==> src/verilog/mpsc_defines.svh <==
/*
  Constants of the module power and sleep controller: slot numbers, reserved
  slot maps, reset values and timing counts.
  Assumes a single 50 MHz clock and inclusion by bare name.
*/
`ifndef MPSC_DEFINES_SVH
`define MPSC_DEFINES_SVH

// ----------------------------------------------------------------------------
// Slots
// ----------------------------------------------------------------------------
`define MPSC_NUM_SLOTS        40
`define MPSC_SLOT_W           6
`define MPSC_SLOT_ETHERNET_MAC_MEM    6'h06
`define MPSC_SLOT_DDR         6'h0d
`define MPSC_SLOT_DSP_CORE    6'h27
// Bit set means the slot number controls no module
`define MPSC_RSVD_SINGLE_CORE 40'h7f_e020_0400
`define MPSC_RSVD_DUAL_CORE   40'h7f_e001_0100

// ----------------------------------------------------------------------------
// Reset values
// ----------------------------------------------------------------------------
`define MPSC_PLL_MULT_W       5
`define MPSC_PLL_MULT_X1      5'h00
`define MPSC_OSC_EN_RST       1'b1
`define MPSC_PLL_EN_RST       1'b0
`define MPSC_DSP_PWR_ON_RST   1'b1

// ----------------------------------------------------------------------------
// Timing
// ----------------------------------------------------------------------------
`define MPSC_CLK_PERIOD_NS    20
`define MPSC_SETTLE_NS        100
`define MPSC_STOP_TIMEOUT_NS  2000
// Least time rounds up, longest time rounds down
`define MPSC_SETTLE_CYC       ((`MPSC_SETTLE_NS + `MPSC_CLK_PERIOD_NS - 1) / `MPSC_CLK_PERIOD_NS)
`define MPSC_STOP_TIMEOUT_CYC (`MPSC_STOP_TIMEOUT_NS / `MPSC_CLK_PERIOD_NS)

`endif

==> src/verilog/mpsc_pkg.sv <==
/*
  Types of the module power and sleep controller.
  Assumes nothing beyond a SystemVerilog compiler.
*/
package mpsc_pkg;

  // --------------------------------------------------------------------------
  // Per-slot clock state
  // --------------------------------------------------------------------------
  typedef enum logic [1:0] {
    MPSC_SLOT_OFF      = 2'b00,
    MPSC_SLOT_STARTING = 2'b01,
    MPSC_SLOT_ON       = 2'b10,
    MPSC_SLOT_STOPPING = 2'b11
  } mpsc_slot_state_e;

  typedef logic [5:0] mpsc_slot_idx_t;

endpackage : mpsc_pkg

==> src/verilog/mpsc_local_clk_ctrl.sv <==
/*
  Local module clock controller: one per slot, with its own state machine.
  Assumes the gated module reports idle on the same clock.
*/
`include "mpsc_defines.svh"

module mpsc_local_clk_ctrl #(
  parameter int SETTLE_CYC       = `MPSC_SETTLE_CYC,
  parameter int STOP_TIMEOUT_CYC = `MPSC_STOP_TIMEOUT_CYC
) (
  // Clock and reset
  input  wire logic                      clock,
  input  wire logic                      rst,
  // Control
  input  wire logic                      present,
  input  wire logic                      enable_req,
  // Gated module
  input  wire logic                      module_idle,
  output logic                           clk_en_r,
  output logic                           stop_req_r,
  output mpsc_pkg::mpsc_slot_state_e     state_r
);
  import mpsc_pkg::*;

  localparam int CNT_W = $clog2(STOP_TIMEOUT_CYC + 1);

  initial begin
    if (SETTLE_CYC < 1 || STOP_TIMEOUT_CYC < SETTLE_CYC)
      $error("mpsc_local_clk_ctrl: bad timing parameters");
  end

  logic [CNT_W-1:0] cnt_r;

  // --------------------------------------------------------------------------
  // State machine
  // --------------------------------------------------------------------------
  always_ff @(posedge clock) begin
    if (rst) begin
      state_r    <= MPSC_SLOT_OFF;
      clk_en_r   <= 1'b0;
      stop_req_r <= 1'b0;
      cnt_r      <= '0;
    end else begin
      unique case (state_r)
        MPSC_SLOT_OFF: begin
          if (present && enable_req) begin
            state_r  <= MPSC_SLOT_STARTING;
            clk_en_r <= 1'b1;
            cnt_r    <= CNT_W'(SETTLE_CYC - 1);
          end
        end
        MPSC_SLOT_STARTING: begin
          // Module gets its clock a settle time before it counts as on
          if (cnt_r == '0) state_r <= MPSC_SLOT_ON;
          else cnt_r <= cnt_r - 1'b1;
        end
        MPSC_SLOT_ON: begin
          if (!enable_req) begin
            state_r    <= MPSC_SLOT_STOPPING;
            stop_req_r <= 1'b1;
            cnt_r      <= CNT_W'(STOP_TIMEOUT_CYC - 1);
          end
        end
        MPSC_SLOT_STOPPING: begin
          // A module that never reports idle is gated after the timeout
          if (module_idle || cnt_r == '0) begin
            state_r    <= MPSC_SLOT_OFF;
            clk_en_r   <= 1'b0;
            stop_req_r <= 1'b0;
          end else begin
            cnt_r <= cnt_r - 1'b1;
          end
        end
      endcase
    end
  end

endmodule : mpsc_local_clk_ctrl

==> src/verilog/mpsc_power_sleep_ctrl.sv <==
/*
  Global power and sleep controller: per-slot enable registers, one local
  clock controller per slot, IO group power, oscillator and PLL control,
  video DAC enables, DSP core and memory sleep, DSP subsystem power.
  Assumes software writes arrive as one-cycle strobes on the same clock and
  that gated modules and the DSP core are logic on the same clock.
*/
`include "mpsc_defines.svh"

module mpsc_power_sleep_ctrl #(
  parameter bit [`MPSC_NUM_SLOTS-1:0] RSVD_MASK        = `MPSC_RSVD_SINGLE_CORE,
  parameter bit                       DUAL_CORE        = 1'b0,
  parameter int                       IO_GROUPS        = 8,
  parameter int                       VIDEO_DACS       = 4,
  parameter int                       DSP_MEMS         = 3,
  parameter int                       SETTLE_CYC       = `MPSC_SETTLE_CYC,
  parameter int                       STOP_TIMEOUT_CYC = `MPSC_STOP_TIMEOUT_CYC
) (
  // Clock and reset
  input  wire logic                                clock,
  input  wire logic                                rst,
  // Slot enable write
  input  wire logic                                slot_wr,
  input  wire mpsc_pkg::mpsc_slot_idx_t            slot_wr_idx,
  input  wire logic                                slot_wr_enable,
  // Slot status read
  input  wire mpsc_pkg::mpsc_slot_idx_t            slot_rd_idx,
  output logic                                     slot_rd_enable_r,
  output mpsc_pkg::mpsc_slot_state_e               slot_rd_state_r,
  output logic                                     slot_busy_r,
  // Gated modules
  input  wire logic [`MPSC_NUM_SLOTS-1:0]          module_idle,
  output logic [`MPSC_NUM_SLOTS-1:0]               module_clk_en_r,
  output logic [`MPSC_NUM_SLOTS-1:0]               module_stop_req_r,
  output logic                                     dsp_core_clk_en_r,
  output logic                                     ethernet_mac_mem_clk_en_r,
  output logic                                     ddr_ctrl_clk_en_r,
  // IO group power-down register
  input  wire logic                                io_group_wr,
  input  wire logic [IO_GROUPS-1:0]                io_group_wdata,
  output logic [IO_GROUPS-1:0]                     io_group_powerdown_r,
  // PLL control register
  input  wire logic                                pll_ctl_wr,
  input  wire logic                                pll_ctl_osc_en,
  input  wire logic                                pll_ctl_pll_en,
  input  wire logic [`MPSC_PLL_MULT_W-1:0]         pll_ctl_mult,
  output logic                                     osc_en_r,
  output logic                                     pll_en_r,
  output logic [`MPSC_PLL_MULT_W-1:0]              pll_mult_r,
  // Video encoder mode and DAC test registers
  input  wire logic                                video_encoder_mode_wr,
  input  wire logic                                video_encoder_mode_enable,
  input  wire logic                                dac_test_wr,
  input  wire logic [VIDEO_DACS-1:0]               dac_test_pwdn,
  output logic [VIDEO_DACS-1:0]                    video_dac_en_r,
  // DSP core power
  input  wire logic                                core_idle_instr,
  input  wire logic                                core_wake,
  input  wire logic                                core_mem_wr,
  input  wire logic [DSP_MEMS-1:0]                 core_mem_sleep,
  output logic                                     dsp_core_sleep_r,
  output logic [DSP_MEMS-1:0]                      dsp_mem_sleep_r,
  // Chip short switch register
  input  wire logic                                chip_sw_wr,
  input  wire logic                                chip_sw_dsp_power_on,
  output logic                                     dsp_subsystem_power_on_r
);
  import mpsc_pkg::*;

  localparam int NS = `MPSC_NUM_SLOTS;

  // --------------------------------------------------------------------------
  // Elaboration checks
  // --------------------------------------------------------------------------
  initial begin
    if (RSVD_MASK[`MPSC_SLOT_DSP_CORE] || RSVD_MASK[`MPSC_SLOT_ETHERNET_MAC_MEM] || RSVD_MASK[`MPSC_SLOT_DDR])
      $error("mpsc_power_sleep_ctrl: a fixed slot is marked reserved");
    if (IO_GROUPS < 1 || VIDEO_DACS < 1 || DSP_MEMS < 1)
      $error("mpsc_power_sleep_ctrl: group counts must be at least one");
    if (SETTLE_CYC < 1 || STOP_TIMEOUT_CYC < SETTLE_CYC)
      $error("mpsc_power_sleep_ctrl: bad timing parameters");
  end

  // --------------------------------------------------------------------------
  // Slot enable registers
  // --------------------------------------------------------------------------
  logic [NS-1:0]    slot_enable_r;
  mpsc_slot_state_e slot_state [NS];
  logic [NS-1:0]    slot_clk_en;
  logic [NS-1:0]    slot_stop_req;
  logic             wr_valid;

  // Out-of-range indices are treated like reserved slots
  assign wr_valid = slot_wr && (slot_wr_idx < 6'(NS)) && !RSVD_MASK[slot_wr_idx];

  always_ff @(posedge clock) begin
    if (rst) begin
      slot_enable_r <= '0;
    end else if (wr_valid) begin
      slot_enable_r[slot_wr_idx] <= slot_wr_enable;
    end
  end

  // --------------------------------------------------------------------------
  // Local clock controllers
  // --------------------------------------------------------------------------
  // Reserved slots get an instance too, but it is held off by present=0 so
  // it never raises its clock; synthesis trims the dead state.
  for (genvar s = 0; s < NS; s++) begin : g_slot
    mpsc_local_clk_ctrl #(
      .SETTLE_CYC       (SETTLE_CYC),
      .STOP_TIMEOUT_CYC (STOP_TIMEOUT_CYC)
    ) u_slot (
      .clock       (clock),
      .rst         (rst),
      .present     (!RSVD_MASK[s]),
      .enable_req  (slot_enable_r[s]),
      .module_idle (module_idle[s]),
      .clk_en_r    (slot_clk_en[s]),
      .stop_req_r  (slot_stop_req[s]),
      .state_r     (slot_state[s])
    );
  end

  // Registered copies keep every module clock enable a flop output
  always_ff @(posedge clock) begin
    if (rst) begin
      module_clk_en_r   <= '0;
      module_stop_req_r <= '0;
    end else begin
      module_clk_en_r   <= slot_clk_en & ~RSVD_MASK;
      module_stop_req_r <= slot_stop_req & ~RSVD_MASK;
    end
  end

  // --------------------------------------------------------------------------
  // Fixed-slot enables
  // --------------------------------------------------------------------------
  always_ff @(posedge clock) begin
    if (rst) begin
      dsp_core_clk_en_r <= 1'b0;
      ethernet_mac_mem_clk_en_r <= 1'b0;
      ddr_ctrl_clk_en_r <= 1'b0;
    end else begin
      dsp_core_clk_en_r <= slot_clk_en[`MPSC_SLOT_DSP_CORE];
      ethernet_mac_mem_clk_en_r <= slot_clk_en[`MPSC_SLOT_ETHERNET_MAC_MEM];
      ddr_ctrl_clk_en_r <= slot_clk_en[`MPSC_SLOT_DDR];
    end
  end

  // --------------------------------------------------------------------------
  // Slot status read
  // --------------------------------------------------------------------------
  logic rd_valid;
  logic busy_any;

  assign rd_valid = (slot_rd_idx < 6'(NS)) && !RSVD_MASK[slot_rd_idx];

  always_comb begin
    busy_any = 1'b0;
    for (int i = 0; i < NS; i++) begin
      if (slot_state[i] == MPSC_SLOT_STARTING || slot_state[i] == MPSC_SLOT_STOPPING)
        busy_any = 1'b1;
    end
  end

  always_ff @(posedge clock) begin
    if (rst) begin
      slot_rd_enable_r <= 1'b0;
      slot_rd_state_r  <= MPSC_SLOT_OFF;
      slot_busy_r      <= 1'b0;
    end else begin
      slot_busy_r <= busy_any;
      if (rd_valid) begin
        slot_rd_enable_r <= slot_enable_r[slot_rd_idx];
        slot_rd_state_r  <= slot_state[slot_rd_idx];
      end else begin
        slot_rd_enable_r <= 1'b0;
        slot_rd_state_r  <= MPSC_SLOT_OFF;
      end
    end
  end

  // --------------------------------------------------------------------------
  // IO group power-down
  // --------------------------------------------------------------------------
  // Only buffer supply switches come from here; module clocks stay with slots
  always_ff @(posedge clock) begin
    if (rst) begin
      io_group_powerdown_r <= '0;
    end else if (io_group_wr) begin
      io_group_powerdown_r <= io_group_wdata;
    end
  end

  // --------------------------------------------------------------------------
  // Oscillator and PLL
  // --------------------------------------------------------------------------
  // Reset leaves the oscillator running and the multiplier at one, so the
  // device has a usable clock before software touches anything.
  always_ff @(posedge clock) begin
    if (rst) begin
      osc_en_r   <= `MPSC_OSC_EN_RST;
      pll_en_r   <= `MPSC_PLL_EN_RST;
      pll_mult_r <= `MPSC_PLL_MULT_X1;
    end else if (pll_ctl_wr) begin
      osc_en_r   <= pll_ctl_osc_en;
      pll_en_r   <= pll_ctl_pll_en;
      pll_mult_r <= pll_ctl_mult;
    end
  end

  // --------------------------------------------------------------------------
  // Video DACs
  // --------------------------------------------------------------------------
  logic                  video_encoder_enable_r;
  logic [VIDEO_DACS-1:0] dac_pwdn_r;

  always_ff @(posedge clock) begin
    if (rst) begin
      video_encoder_enable_r <= 1'b0;
    end else if (video_encoder_mode_wr) begin
      video_encoder_enable_r <= video_encoder_mode_enable;
    end
  end

  always_ff @(posedge clock) begin
    if (rst) begin
      dac_pwdn_r <= {VIDEO_DACS{1'b1}};
    end else if (dac_test_wr) begin
      dac_pwdn_r <= dac_test_pwdn;
    end
  end

  // A DAC runs only with the encoder on and its own power-down clear
  always_ff @(posedge clock) begin
    if (rst) begin
      video_dac_en_r <= '0;
    end else begin
      video_dac_en_r <= {VIDEO_DACS{video_encoder_enable_r}} & ~dac_pwdn_r;
    end
  end

  // --------------------------------------------------------------------------
  // DSP core and memory sleep
  // --------------------------------------------------------------------------
  // Wake beats an idle instruction in the same cycle so no wake is lost
  always_ff @(posedge clock) begin
    if (rst) begin
      dsp_core_sleep_r <= 1'b0;
    end else if (core_wake || !dsp_subsystem_power_on_r) begin
      dsp_core_sleep_r <= 1'b0;
    end else if (core_idle_instr) begin
      dsp_core_sleep_r <= 1'b1;
    end
  end

  always_ff @(posedge clock) begin
    if (rst) begin
      dsp_mem_sleep_r <= '0;
    end else if (core_mem_wr) begin
      dsp_mem_sleep_r <= core_mem_sleep;
    end
  end

  // --------------------------------------------------------------------------
  // DSP subsystem power
  // --------------------------------------------------------------------------
  // On the single-core variant the bit is fixed on and writes are dropped
  always_ff @(posedge clock) begin
    if (rst) begin
      dsp_subsystem_power_on_r <= `MPSC_DSP_PWR_ON_RST;
    end else if (DUAL_CORE && chip_sw_wr) begin
      dsp_subsystem_power_on_r <= chip_sw_dsp_power_on;
    end
  end

endmodule : mpsc_power_sleep_ctrl
==> config.mk <==
export PLATFORM = sky130hd
export DESIGN_NAME = mpsc_power_sleep_ctrl
export DESIGN_NICKNAME = d
export VERILOG_FILES = /design/src/verilog/mpsc_pkg.sv /design/src/verilog/mpsc_local_clk_ctrl.sv /design/src/verilog/mpsc_power_sleep_ctrl.sv
export VERILOG_INCLUDE_DIRS = /design/src /design/src/verilog
export SDC_FILE = /design/constraint.sdc
export NUM_CORES = 1
export LEC_CHECK = 0
export BUFFER_PORTS_ARGS = -buffer_cell sky130_fd_sc_hd__buf_2
export CAP_MARGIN = 20
export CORE_UTILIZATION = 65
export DETAILED_ROUTE_END_ITERATION = 10
export HOLD_SLACK_MARGIN = 0.1
export PLACE_DENSITY = 0.93
export SLEW_MARGIN = 0
export SYNTH_ARGS = -nofsm -noshare
export SYNTH_HDL_FRONTEND = slang
export SYNTH_SLANG_ARGS = --single-unit
==> constraint.sdc <==
create_clock -name clock -period 4.6 [get_ports clock]
set_input_delay 0.92 -clock clock [delete_from_list [all_inputs] [get_ports clock]]
set_output_delay 0.92 -clock clock [all_outputs]
set_load 0.03 [all_outputs]
* Word level (Yosys, flattened, before mapping)
Memories as Yosys holds them, arrays and structs flattened. Cells that the tools add are included.
Storage, ports and cells: flip-flop bits (word level) 571, ROM bits 128, input bits 88, output and inout port bits 111, logic and storage cells 1494, memories kept 2
Operators by class: add/sub/neg operators 40, magnitude comparators 6, eq/ne operators 348, mux-type cells 566, bitwise operators 16, reduce and logical (&&, ||, !) cells 360
Memory list:
- (no name shown) | words 64, bits a word 1, rd ports 1, clocked after memory_dff 0, wr ports 0, RTL line mpsc_power_sleep_ctrl.sv:157 | assign rd_valid = (slot_rd_idx < 6'(NS)) && !RSVD_MASK[slot_rd_idx];
- (no name shown) | words 64, bits a word 1, rd ports 1, clocked after memory_dff 0, wr ports 0, RTL line mpsc_power_sleep_ctrl.sv:94 | assign wr_valid = slot_wr && (slot_wr_idx < 6'(NS)) && !RSVD_MASK[slot_wr_idx];
Operator list (count):
- 2-to-1 mux 7 bit | 148
- case mux 7 bit (4 select lines) | 28
- AND reduction 4 bit | 80
- 2-to-1 mux 2 bit | 150
- != test 2 bit, second input constant | 148
- logical NOT 7 bit | 40
- subtractor 7 x 1 -> 7 bit, second input constant | 40
- case mux 7 bit (3 select lines) | 12
- case mux 2 bit (4 select lines) | 28
- AND reduction 3 bit | 56
- equality test 2 bit, second input constant | 80
- != test 2 x 1 -> 1 bit, second input constant | 80
- 2-to-1 mux 1 bit | 128
- case mux 1 bit (2 select lines) | 56
- nonzero test 2 bit | 56
- equality test 2 x 1 -> 1 bit, second input constant | 40
- logical NOT 2 bit | 40
- logical OR 1 bit | 80
- case mux 2 bit (3 select lines) | 12
- bitwise mux 40 bit | 1
- less-than comparator 6 x 7 -> 1 bit, second input constant | 2
- NOT 1 bit | 13
- binary-select mux 2 bit (select 6 bit) | 1
- less-than comparator 6 bit, second input constant | 2
- other kinds (10) | 15

* Longest topological paths before layout
Gate-level depths: netlist of the first run.
word-level depth 42, gate-level depth with buffers 9, gate-level depth less buffers 7

* Modules after synthesis
A second synthesis of the first run with hierarchy kept.
Unflattened totals: cell total of the unflattened synthesis 4350, area total of the unflattened synthesis 38888.5 µm²
By module, submodules not included:
- mpsc_local_clk_ctrl at g_slot[0].u_slot ... | times used 21, cells each 90, area an instance 814.5 µm², seq. area each 220.2 µm²
- mpsc_local_clk_ctrl at g_slot[2].u_slot ... | times used 18, cells each 103, area an instance 868.3 µm², seq. area each 220.2 µm²
- mpsc_power_sleep_ctrl | times used 1, cells each 502, area an instance 5330.1 µm², seq. area each 2562.5 µm²
- mpsc_local_clk_ctrl at g_slot[29].u_slot | times used 1, cells each 104, area an instance 823.3 µm², seq. area each 220.2 µm²

* Worst setup path before layout of the first run
No wires, ideal clock.
kind in2reg, start point input port slot_rd_idx[0], end point register slot_rd_state_r[1], setup time 0.134 ns, arrival 2.207 ns, required time 4.466 ns, setup slack 2.259 ns, cell stages on the path 5, path buffers 1, cells stage by stage buf_2 mux4_2 mux2_2 o211ai_1 o211ai_1
Between the ends: cells in the longest elaborated chain, start to end 6, elaborated cells between the ends (all ways) 11, classes of those cells order compare (1); mux (4); bitwise (2); reduce/logical (3); memory (1)
RTL lines:
- start: declaration | RTL line mpsc_power_sleep_ctrl.sv:27 | input wire mpsc_pkg::mpsc_slot_idx_t slot_rd_idx,
- memory read (64 x 1 bit)
- 2-to-1 mux 1 bit (not written as such) | RTL line mpsc_power_sleep_ctrl.sv:157
- logical NOT 1 bit | RTL line mpsc_power_sleep_ctrl.sv:157
- logical AND 1 bit | RTL line mpsc_power_sleep_ctrl.sv:157
- NOT 1 bit (no source line)
- OR reduction 2 bit (no source line)
- end signal: assignment | RTL line mpsc_power_sleep_ctrl.sv:176 | slot_rd_state_r <= slot_state[slot_rd_idx];
- end: declaration | RTL line mpsc_power_sleep_ctrl.sv:29 | output mpsc_pkg::mpsc_slot_state_e slot_rd_state_r,
Several ways; a longest one is shown, not always the timed one. The select of a mux whose other input is x is not followed. A chain may end at the register's enable or synchronous reset.

* Worst setup path in the final report of the first run
start point register g_slot[17].u_slot.state_r[0], end point register g_slot[17].u_slot.cnt_r[4]
Between the ends: cells in the longest elaborated chain, start to end 3, elaborated cells between the ends (all ways) 10, classes of those cells eq/ne (7); mux (1); reduce/logical (2)
RTL lines:
- start: declaration | RTL line mpsc_local_clk_ctrl.sv:21 | output mpsc_pkg::mpsc_slot_state_e state_r
- start signal: assignment | RTL line mpsc_local_clk_ctrl.sv:39 | state_r <= MPSC_SLOT_OFF;
- start signal: assignment | RTL line mpsc_local_clk_ctrl.sv:47 | state_r <= MPSC_SLOT_STARTING;
- start signal: assignment | RTL line mpsc_local_clk_ctrl.sv:54 | if (cnt_r == '0) state_r <= MPSC_SLOT_ON;
- equality test 2 bit, or another cell as far along | RTL line mpsc_local_clk_ctrl.sv:44 | unique case (state_r)
- != test 2 bit (no source line)
- AND reduction 4 bit (no source line)
- end signal: assignment | RTL line mpsc_local_clk_ctrl.sv:49 | cnt_r <= CNT_W'(SETTLE_CYC - 1);
- end signal: assignment | RTL line mpsc_local_clk_ctrl.sv:55 | else cnt_r <= cnt_r - 1'b1;
- end signal: assignment | RTL line mpsc_local_clk_ctrl.sv:61 | cnt_r <= CNT_W'(STOP_TIMEOUT_CYC - 1);
- end: declaration | RTL line mpsc_local_clk_ctrl.sv:32 | logic [CNT_W-1:0] cnt_r;
Several ways; a longest one is shown, not always the timed one.

==> impl_results.md, run 1 <==
- Status: completed
- Setup TNS: 0 ns
- P_sw: 6.378 mW
- CORE AREA: 44610 sq um
- Die width: 215.8 microns
- IO Pins: 199
- Max clock buf depth: 3
- Main combinational cell family by area after synthesis: compound AO/OA/AOI/OAI gates
- VDD IR-drop max: 0.0003263 V
- Worst-path clk slew: 0.06 ns
- Leakage power: 12.50 nW
- Crit Path Class: reg2reg
- Vias in the first global route: 24740
- Crit path launch type: flip-flop
- Setup repair bufs after CTS: 0
- CTS tree: done
- Tightest Hold Check Type: reg2reg
- Hpwl dp: 49770 microns
- Top Layer Used: met5
- Internal power: 10.50 mW
- Crit share post-route: 61.58%
- Mean Syn Cell Area: 8.437 sq um
- Minimum clock period: 2.833 ns
- CP arrival: 3.37 ns
- Seq pwr share: 35.7%
- H-tree levels: 2
- Final ANT Viol Nets: 0
- WL met1: 29890 microns
- Final WL: 73100 microns
- Async set or reset register ratio after synthesis: 0%
- Clock power share: 29.1%
- Final hold vios: 0
- Vias after detailed routing: 26740
- DR pass1 iterations: 6
- EDFF count, synth: 0
- Post-synthesis xor/xnor area fraction: 1.710%
- Worst slew margin: 37.74%
- Synth-to-Final Area Change: 10.33%
- Share of cells above drive strength 1: 10.43%
- Sequential area share after synthesis: 36.65%
- Synth Area in Compound Gates: 21.73%
- IO Port Bufs: 171
- GRT Total Usage: 30.28%
- Count of cells resized by post-cts repair: 0
- Iter 0 DRT Violations: 2326
- Tot Pwr: 16.87 mW
- Via density: 6.242
- Critical Path RT: 5.14 ns
- Initial core utilization: 66.61%
- Remaining Overflow, GRT: 0
- Final Slew Violations: 0
- Worst-margin pin slew: 0.9325 ns
- Clock Sink Count: 544
- Cell Pwr Density: 514.7 nW/um^2
- Mapped Cells: 3522
- Gpl congestion: 0.9540
- Switching Share: 37.80%
- WL per Instance: 17.06 microns
- Layout Skew: 0.01585 ns
- Die Ht: 215.8 microns
- Syn. warnings: 0
- Max-cap violations: 0
- Comb pwr share: 35.1%
- Post-synth design cell area: 29710 sq um
- CTS Hold Bufs: 0
- Root cell of the clock tree: clkbuf_16
- Wire length on met2: 34900 microns
- Drc violations: 0
- Adder-Cell Fraction of Synth Area: 9.138%
- Fin nets: 3940
- Simple-Gate Fraction of Synth Area: 21.00%
- Fmax: 353.0 MHz
- FP Rows: 77
- Die area: 46570 sq um
- Worst-path fanout max: 12
- Synth Register Bits: 544
- Final Setup Violations: 0
- Ys flop type: dfxtp_1
- Pin count of the biggest net entering global routing: 163
- TritonCTS Buffers: 56
- Post-synth cell types: 86
- Antenna violations before repair: 13
- Detail Route met3 WL: 5133 microns
- # fillers: 3049
- Mux contribution to synthesized area: 4.653%
- First-pass GRT wire length: 119100 microns
- CP Capture Type: flip-flop
- RSZ-0062 raised after global routing: false
- Clk Latency, worst-skew pair: 0.62 ns
==> cell usage after synthesis, types with 9 or more instances <==
cell type  instances  area (sq um)
o2111ai_1         15         131.4
o21bai_1          23         172.7
nor4_1            36         225.2
nor3b_1           24         180.2
dfxtp_1          544         10890
nand4b_1          17         148.9
or2_2             26         162.7
a211oi_1          98         735.7
nand2_1          163         611.8
nor4b_1           11         96.34
o21a_1            37         277.8
a2111oi_0          9         78.83
o221a_2            9         101.4
nor2b_1          124         775.7
or3_1             11         68.82
o21ai_2           12         105.1
buf_2             14         70.07
nand2b_1          21         131.4
a211o_1           13         113.9
or4_1             26         195.2
o21ai_1           18         90.09
clkbuf_1          80         300.3
nor2_1           385          1445
o21ai_0          243          1216
nand3b_1          17         127.6
a31oi_1           33         206.5
and2_1            34         212.7
buf_4             36         270.3
ha_1             217          2715
nand3_1           41         205.2
mux4_2            18         405.4
nand4_1           23         143.9
o31a_1            20         175.2
o211ai_1          44         330.3
buf_1             12         45.04
a21o_1            22         165.2
inv_1            207         777.0
o2bb2ai_1         10         87.58
a21oi_1          340          1702
nor3_1           196         980.9
mux2i_1           92         920.9
and3_1            23         143.9
xor2_1            53         464.2
==> power groups by stage <==
stage | logic, mW | clock network [mW] | registers (mW)
finish | 5.93 | 4.91 | 6.03
CTS | 5.79 | 4.95 | 6.00
global placement | 5.46 | 0 | 6.06
global route | 6.55 | 5.17 | 6.10
floorplan | 4.58 | 0 | 5.90
detailed placement | 5.67 | 0 | 6.08
==> flip-flops by register name, indices dropped and copies added, names as in the netlist <==
| signal | cells |
|---|---|
| dac_pwdn_r | 4 |
| dsp_core_clk_en_r | 1 |
| dsp_core_sleep_r | 1 |
| dsp_mem_sleep_r | 3 |
| g_slot.u_slot.clk_en_r | 28 |
| g_slot.u_slot.cnt_r | 280 |
| g_slot.u_slot.state_r | 80 |
| g_slot.u_slot.stop_req_r | 28 |
| io_group_powerdown_r | 8 |
| module_clk_en_r | 27 |
| module_stop_req_r | 28 |
| osc_en_r | 1 |
| pll_en_r | 1 |
| pll_mult_r | 5 |
| slot_busy_r | 1 |
| slot_enable_r | 40 |
| slot_rd_enable_r | 1 |
| slot_rd_state_r | 2 |
| video_dac_en_r | 4 |
| video_encoder_enable_r | 1 |
==> stage by stage <==
| step | hold slack [ns] | worst slack, ns | instance area (sq um) | cells | utilization (%) |
|---|---|---|---|---|---|
| 6_report | 0.4220 | 1.767 | 32780 | 4284 | 73.49 |
| 5_1_grt | 0.4391 | 1.613 | 32780 | 4281 | 73.48 |
| 4_1_cts | 0.4200 | 1.863 | 32750 | 4272 | 73.43 |
| 3_5_place_dp | 0.4104 | 1.699 | 30750 | 4169 | 68.94 |
| 3_3_place_gp | 0.4022 | 1.749 | 30750 | 4169 | 68.94 |
| 2_1_floorplan | 0.3918 | 2.259 | 29800 | 3545 | - |
==> cell type report <==
type	instances	area, sq um	area share [%]
inverter	209	784.5	2.393
tap	592	740.7	2.259
clock buffer	81	1657	5.053
clock inverter	22	342.8	1.046
antenna	12	30.03	0.09160
sequential	544	10890	33.22
timing repair buffer	178	943.4	2.878
multi-input combinational	2646	17390	53.06
==> cell usage in the layout (no fill, tap or decap), types with 21 or more instances in the layout <==
master / n
a211oi_1: 98
a21o_1: 22
a21oi_1: 340
a31oi_1: 33
and2_1: 34
and3_1: 23
buf_2: 170
clkbuf_16: 57
conb_1: 25
dfxtp_1: 544
ha_1: 217
inv_1: 207
mux2i_1: 92
nand2_1: 163
nand2b_1: 21
nand3_1: 41
nand4_1: 23
nor2_1: 385
nor2b_1: 124
nor3_1: 196
nor3b_1: 24
nor4_1: 36
o211ai_1: 44
o21a_1: 37
o21ai_0: 243
o21bai_1: 23
or2_2: 26
or4_1: 26
xor2_1: 53
==> worst max-delay path, stage by stage (launching register included) <==
cell	delay [ns]
dfxtp_1	0.66
inv_1	0.19
ha_1	0.29
nor2b_1	0.15
a21oi_1	0.29
o21ai_1	0.35
or4_1	0.62
a21oi_1	0.19
==> per-layer routing <==
layer,vias up,global-route usage [%]
met5,-,0
met4,8,15.22
met3,216,4.468
met2,1013,51.22
met1,12620,37.49
li1,12890,-
==> path summary, 6_finish.rpt <==
| check | to | slack [ns] | cells after the start | from |
|---|---|---|---|---|
| setup / recovery | g_slot[17].u_slot.cnt_r[4] | 1.77 | 7 | g_slot[17].u_slot.state_r[0] |
| setup reg to reg | g_slot[17].u_slot.cnt_r[4] | 1.77 | 7 | g_slot[17].u_slot.state_r[0] |
| hold / removal | video_dac_en_r[0] | 0.42 | 1 | dac_pwdn_r[0] |
| hold reg to reg | video_dac_en_r[0] | 0.42 | 1 | dac_pwdn_r[0] |
==> kinds of logic after synthesis <==
family,after synthesis
simple gates,1210
compound gates,1021
flops,544
buf+inv,355
fa+ha+maj,217
mux,115
xor+xnor,58
other cells,2
No activity file was read; power rests on OpenSTA's default activity.
==> run 2: changes to the inputs <==
Settings changed: CORE_UTILIZATION 65 to 61, PLACE_DENSITY 0.93 to 0.88.
Clock period 4.6 ns to 2.9 ns, I/O delays scaled along.
==> run 2 against run 1 <==
Effect of this change: register-to-register slack worse by 1.4 ns; utilization is 5.0 points lower; sequential share of layout area hardly changed; non-clock buffer count is 14 higher; final cell count is 0.75% higher; global-route usage is 2.4 points lower; maximum frequency is 13% higher; first-iteration DRC count is 2.5% lower; total power is 55% higher; sequential cell count stayed put; hold slack worse by 0.30 ns; routed wire length is 3.0% lower; critical path type unchanged; largest cell class unchanged.
==> impl_results.md, run 2 (same netlist as run 1, synthesis figures left out) <==
- Slowest cell on the critical path: dfxtp_1
- Critical Path RT: 3.43 ns (-1.71 ns)
- Reg2reg setup slack: 0.38 ns (-1.38 ns)
- Worst-path clk slew: 0.06 ns (about the same)
- Final ANT Viol Nets: 0 (unchanged)
- Layout Skew: 0.01549 ns (-0.0003538 ns)
- Clock Sink Count: 544 (unchanged)
- First-pass GRT wire length: 116300 microns (-2.3%)
- Placed Area: 30910 sq um (+0.52%)
- Remaining Overflow, GRT: 0 (unchanged)
- CORE AREA: 47850 sq um (+7.3%)
- WL per Instance: 16.44 microns (-3.7%)
- Hold depth: 2 (+1)
- Antenna violations before repair: 14 (+1)
- Hold Path End: dsp_core_sleep_r
- Worst-path fanout max: 15 (+3)
- Tot Pwr: 26.13 mW (+55%)
- Max-cap violations: 0 (unchanged)
- CP delay by family, top: simple AND/OR/NAND/NOR gates
- Gpl congestion: 0.9314 (-2.4%)
- Status: completed
- Switching Share: 37.58% (-0.22 points)
- Comb pwr share: 35.8% (+0.7 points)
- Final Setup Violations: 0 (unchanged)
- Vias in the first global route: 23900 (-3.4%)
- Final Slew Violations: 0 (unchanged)
- FP Rows: 80 (+3.9%)
- Fmax: 397.3 MHz (+13%)
- CP Capture Type: flip-flop
- Worst slew margin: 37.60% (-0.15 points)
- Synth-to-Final Area Change: 10.35% (about the same)
- Top Registers: g_slot.u_slot.cnt_r: 280 flops, g_slot.u_slot.state_r: 80 flops, slot_enable_r: 40 flops
- Clk Latency, worst-skew pair: 0.61 ns (about the same)
- IO Pins: 199 (unchanged)
- Crit-path max cell delay: 0.58 ns (-0.08 ns)
- Critical path, cell by cell: inv_1, ha_1, nor2b_1, a21oi_1, o21ai_2, or4_1, o32ai_2
- Pre-CTS setup slack: 0.4511 ns (-1.248 ns)
- RR Endpoint: g_slot[18].u_slot.cnt_r[3]
- RSZ-0062 raised after global routing: false
- RR Startpoint: g_slot[18].u_slot.state_r[0]
- Number of flip-flops in the largest register: 280 (unchanged)
- Die area: 49600 sq um (+6.5%)
- Reg with most FFs: g_slot.u_slot.cnt_r
- CTS tree: done
- CTS Hold Bufs: 0 (unchanged)
- Clock power share: 28.0% (-1.1 points)
- P_sw: 9.821 mW (+54%)
- Vias after detailed routing: 26090 (-2.4%)
- Final instance area: 32790 sq um (about the same)
- Via density: 6.044 (-3.2%)
- IO Port Bufs: 171 (unchanged)
- GRT Total Usage: 27.90% (-2.4 points)
- H-tree levels: 2 (unchanged)
- Iter 0 DRT Violations: 2268 (-2.5%)
- Final WL: 70930 microns (-3.0%)
- Inst Count DP: 4206 (+0.89%)
- Cell Pwr Density: 797.0 nW/um^2 (+55%)
- CP arrival: 3.04 ns (-0.33 ns)
- Final hold vios: 0 (unchanged)
- Initial core utilization: 62.10% (-4.5 points)
- Worst path bufs/invs: 1 (unchanged)
- Commonest cells after routing, fill and taps aside: dfxtp_1 (544), nor2_1 (385), a21oi_1 (340), o21ai_0 (243), ha_1 (217)
- Minimum clock period: 2.517 ns (-0.3157 ns)
- Fin nets: 3954 (+0.36%)
- Crit path launch type: flip-flop
- R2R cell count: 7 (unchanged)
- Max clock buf depth: 3 (unchanged)
- Share of cells above drive strength 1: 10.52% (+0.086 points)
- Die Ht: 222.7 microns (+3.2%)
- DR pass1 iterations: 6 (unchanged)
- Hold slack: 0.1258 ns (-0.2963 ns)
- Setup TNS: 0 ns (unchanged)
- Most common cell after layout, fill and taps aside: dfxtp_1
- End-of-flow core utilization: 68.53% (-5.0 points)
- Hold Path Origin: core_wake
- Tightest Hold Check Type: in2reg
- VDD IR-drop max: 0.0004580 V (+40%)
- Leakage power: 12.50 nW (about the same)
- Pin count of the biggest net entering global routing: 108 (-34%)
- TritonCTS Buffers: 56 (unchanged)
- Internal power: 16.31 mW (+55%)
- Seq pwr share: 36.3% (+0.6 points)
- Final WS setup: 0.3829 ns (-1.384 ns)
- # fillers: 3722 (+22%)
- Layout Cells excl Fill: 4316 (+0.75%)
- Count of cells resized by post-cts repair: 0 (unchanged)
- Crit share post-route: 86.80% (+25 points)
- Drc violations: 0 (unchanged)
- Hpwl dp: 50040 microns (+0.55%)
- Crit Path Class: reg2reg
- Setup repair bufs after CTS: 0 (unchanged)
- Worst-margin pin slew: 0.9361 ns (+0.003535 ns)
- Root cell of the clock tree: clkbuf_16
- Die width: 222.7 microns (+3.2%)
[run 2: how the worst max path moves through the flow]
stage | to | cells past startpoint | startpoint | slack, ns
after floorplan | g_slot[5].u_slot.cnt_r[3] | 8 | g_slot[5].u_slot.state_r[0] | 0.73
after CTS | g_slot[18].u_slot.cnt_r[3] | 7 | g_slot[18].u_slot.state_r[0] | 0.42
after global placement | g_slot[18].u_slot.cnt_r[3] | 7 | g_slot[18].u_slot.state_r[0] | 0.48
final | g_slot[18].u_slot.cnt_r[3] | 7 | g_slot[18].u_slot.state_r[0] | 0.38
after detailed placement | g_slot[18].u_slot.cnt_r[4] | 7 | g_slot[18].u_slot.state_r[0] | 0.45
after global routing | g_slot[1].u_slot.cnt_r[6] | 7 | g_slot[1].u_slot.cnt_r[0] | 0.20
[run 2: layer usage]
metal	vias to the layer above	part of all wire, %	routed length [microns]	GRT usage, %
met5	-	0.063	45	0
li1	12900	-	-	-
met2	759	48	33910	46.70
met4	6	3.8	2725	13.26
met3	171	6.1	4321	4.456
met1	12260	42	29930	35.04
[run 2: worst reg2reg max path, stage by stage (launching register included)]
cell,delay [ns]
dfxtp_1,0.58
inv_1,0.21
ha_1,0.29
nor2b_1,0.16
a21oi_1,0.19
o21ai_2,0.20
or4_1,0.58
o32ai_2,0.22
[run 2: power by group through the flow]
stage	combinational, mW	clock [mW]	sequential (mW)
floorplan	7.27	0	9.35
global placement	8.83	0	9.56
CTS	9.21	7.42	9.44
global route	10.4	7.74	9.61
finish	9.35	7.31	9.48
detailed placement	9.08	0	9.59
[run 2: layout make-up]
type	count	area [sq um]	share of cell area (%)
Timing Repair Buffer	192	1074	3.274
Inverter	209	784.5	2.393
Clock inverter	17	240.2	0.7327
Tap cell	615	769.5	2.347
Clock buffer	80	1603	4.888
Sequential cell	544	10890	33.21
Antenna cell	13	32.53	0.09922
Multi-Input combinational cell	2646	17390	53.05
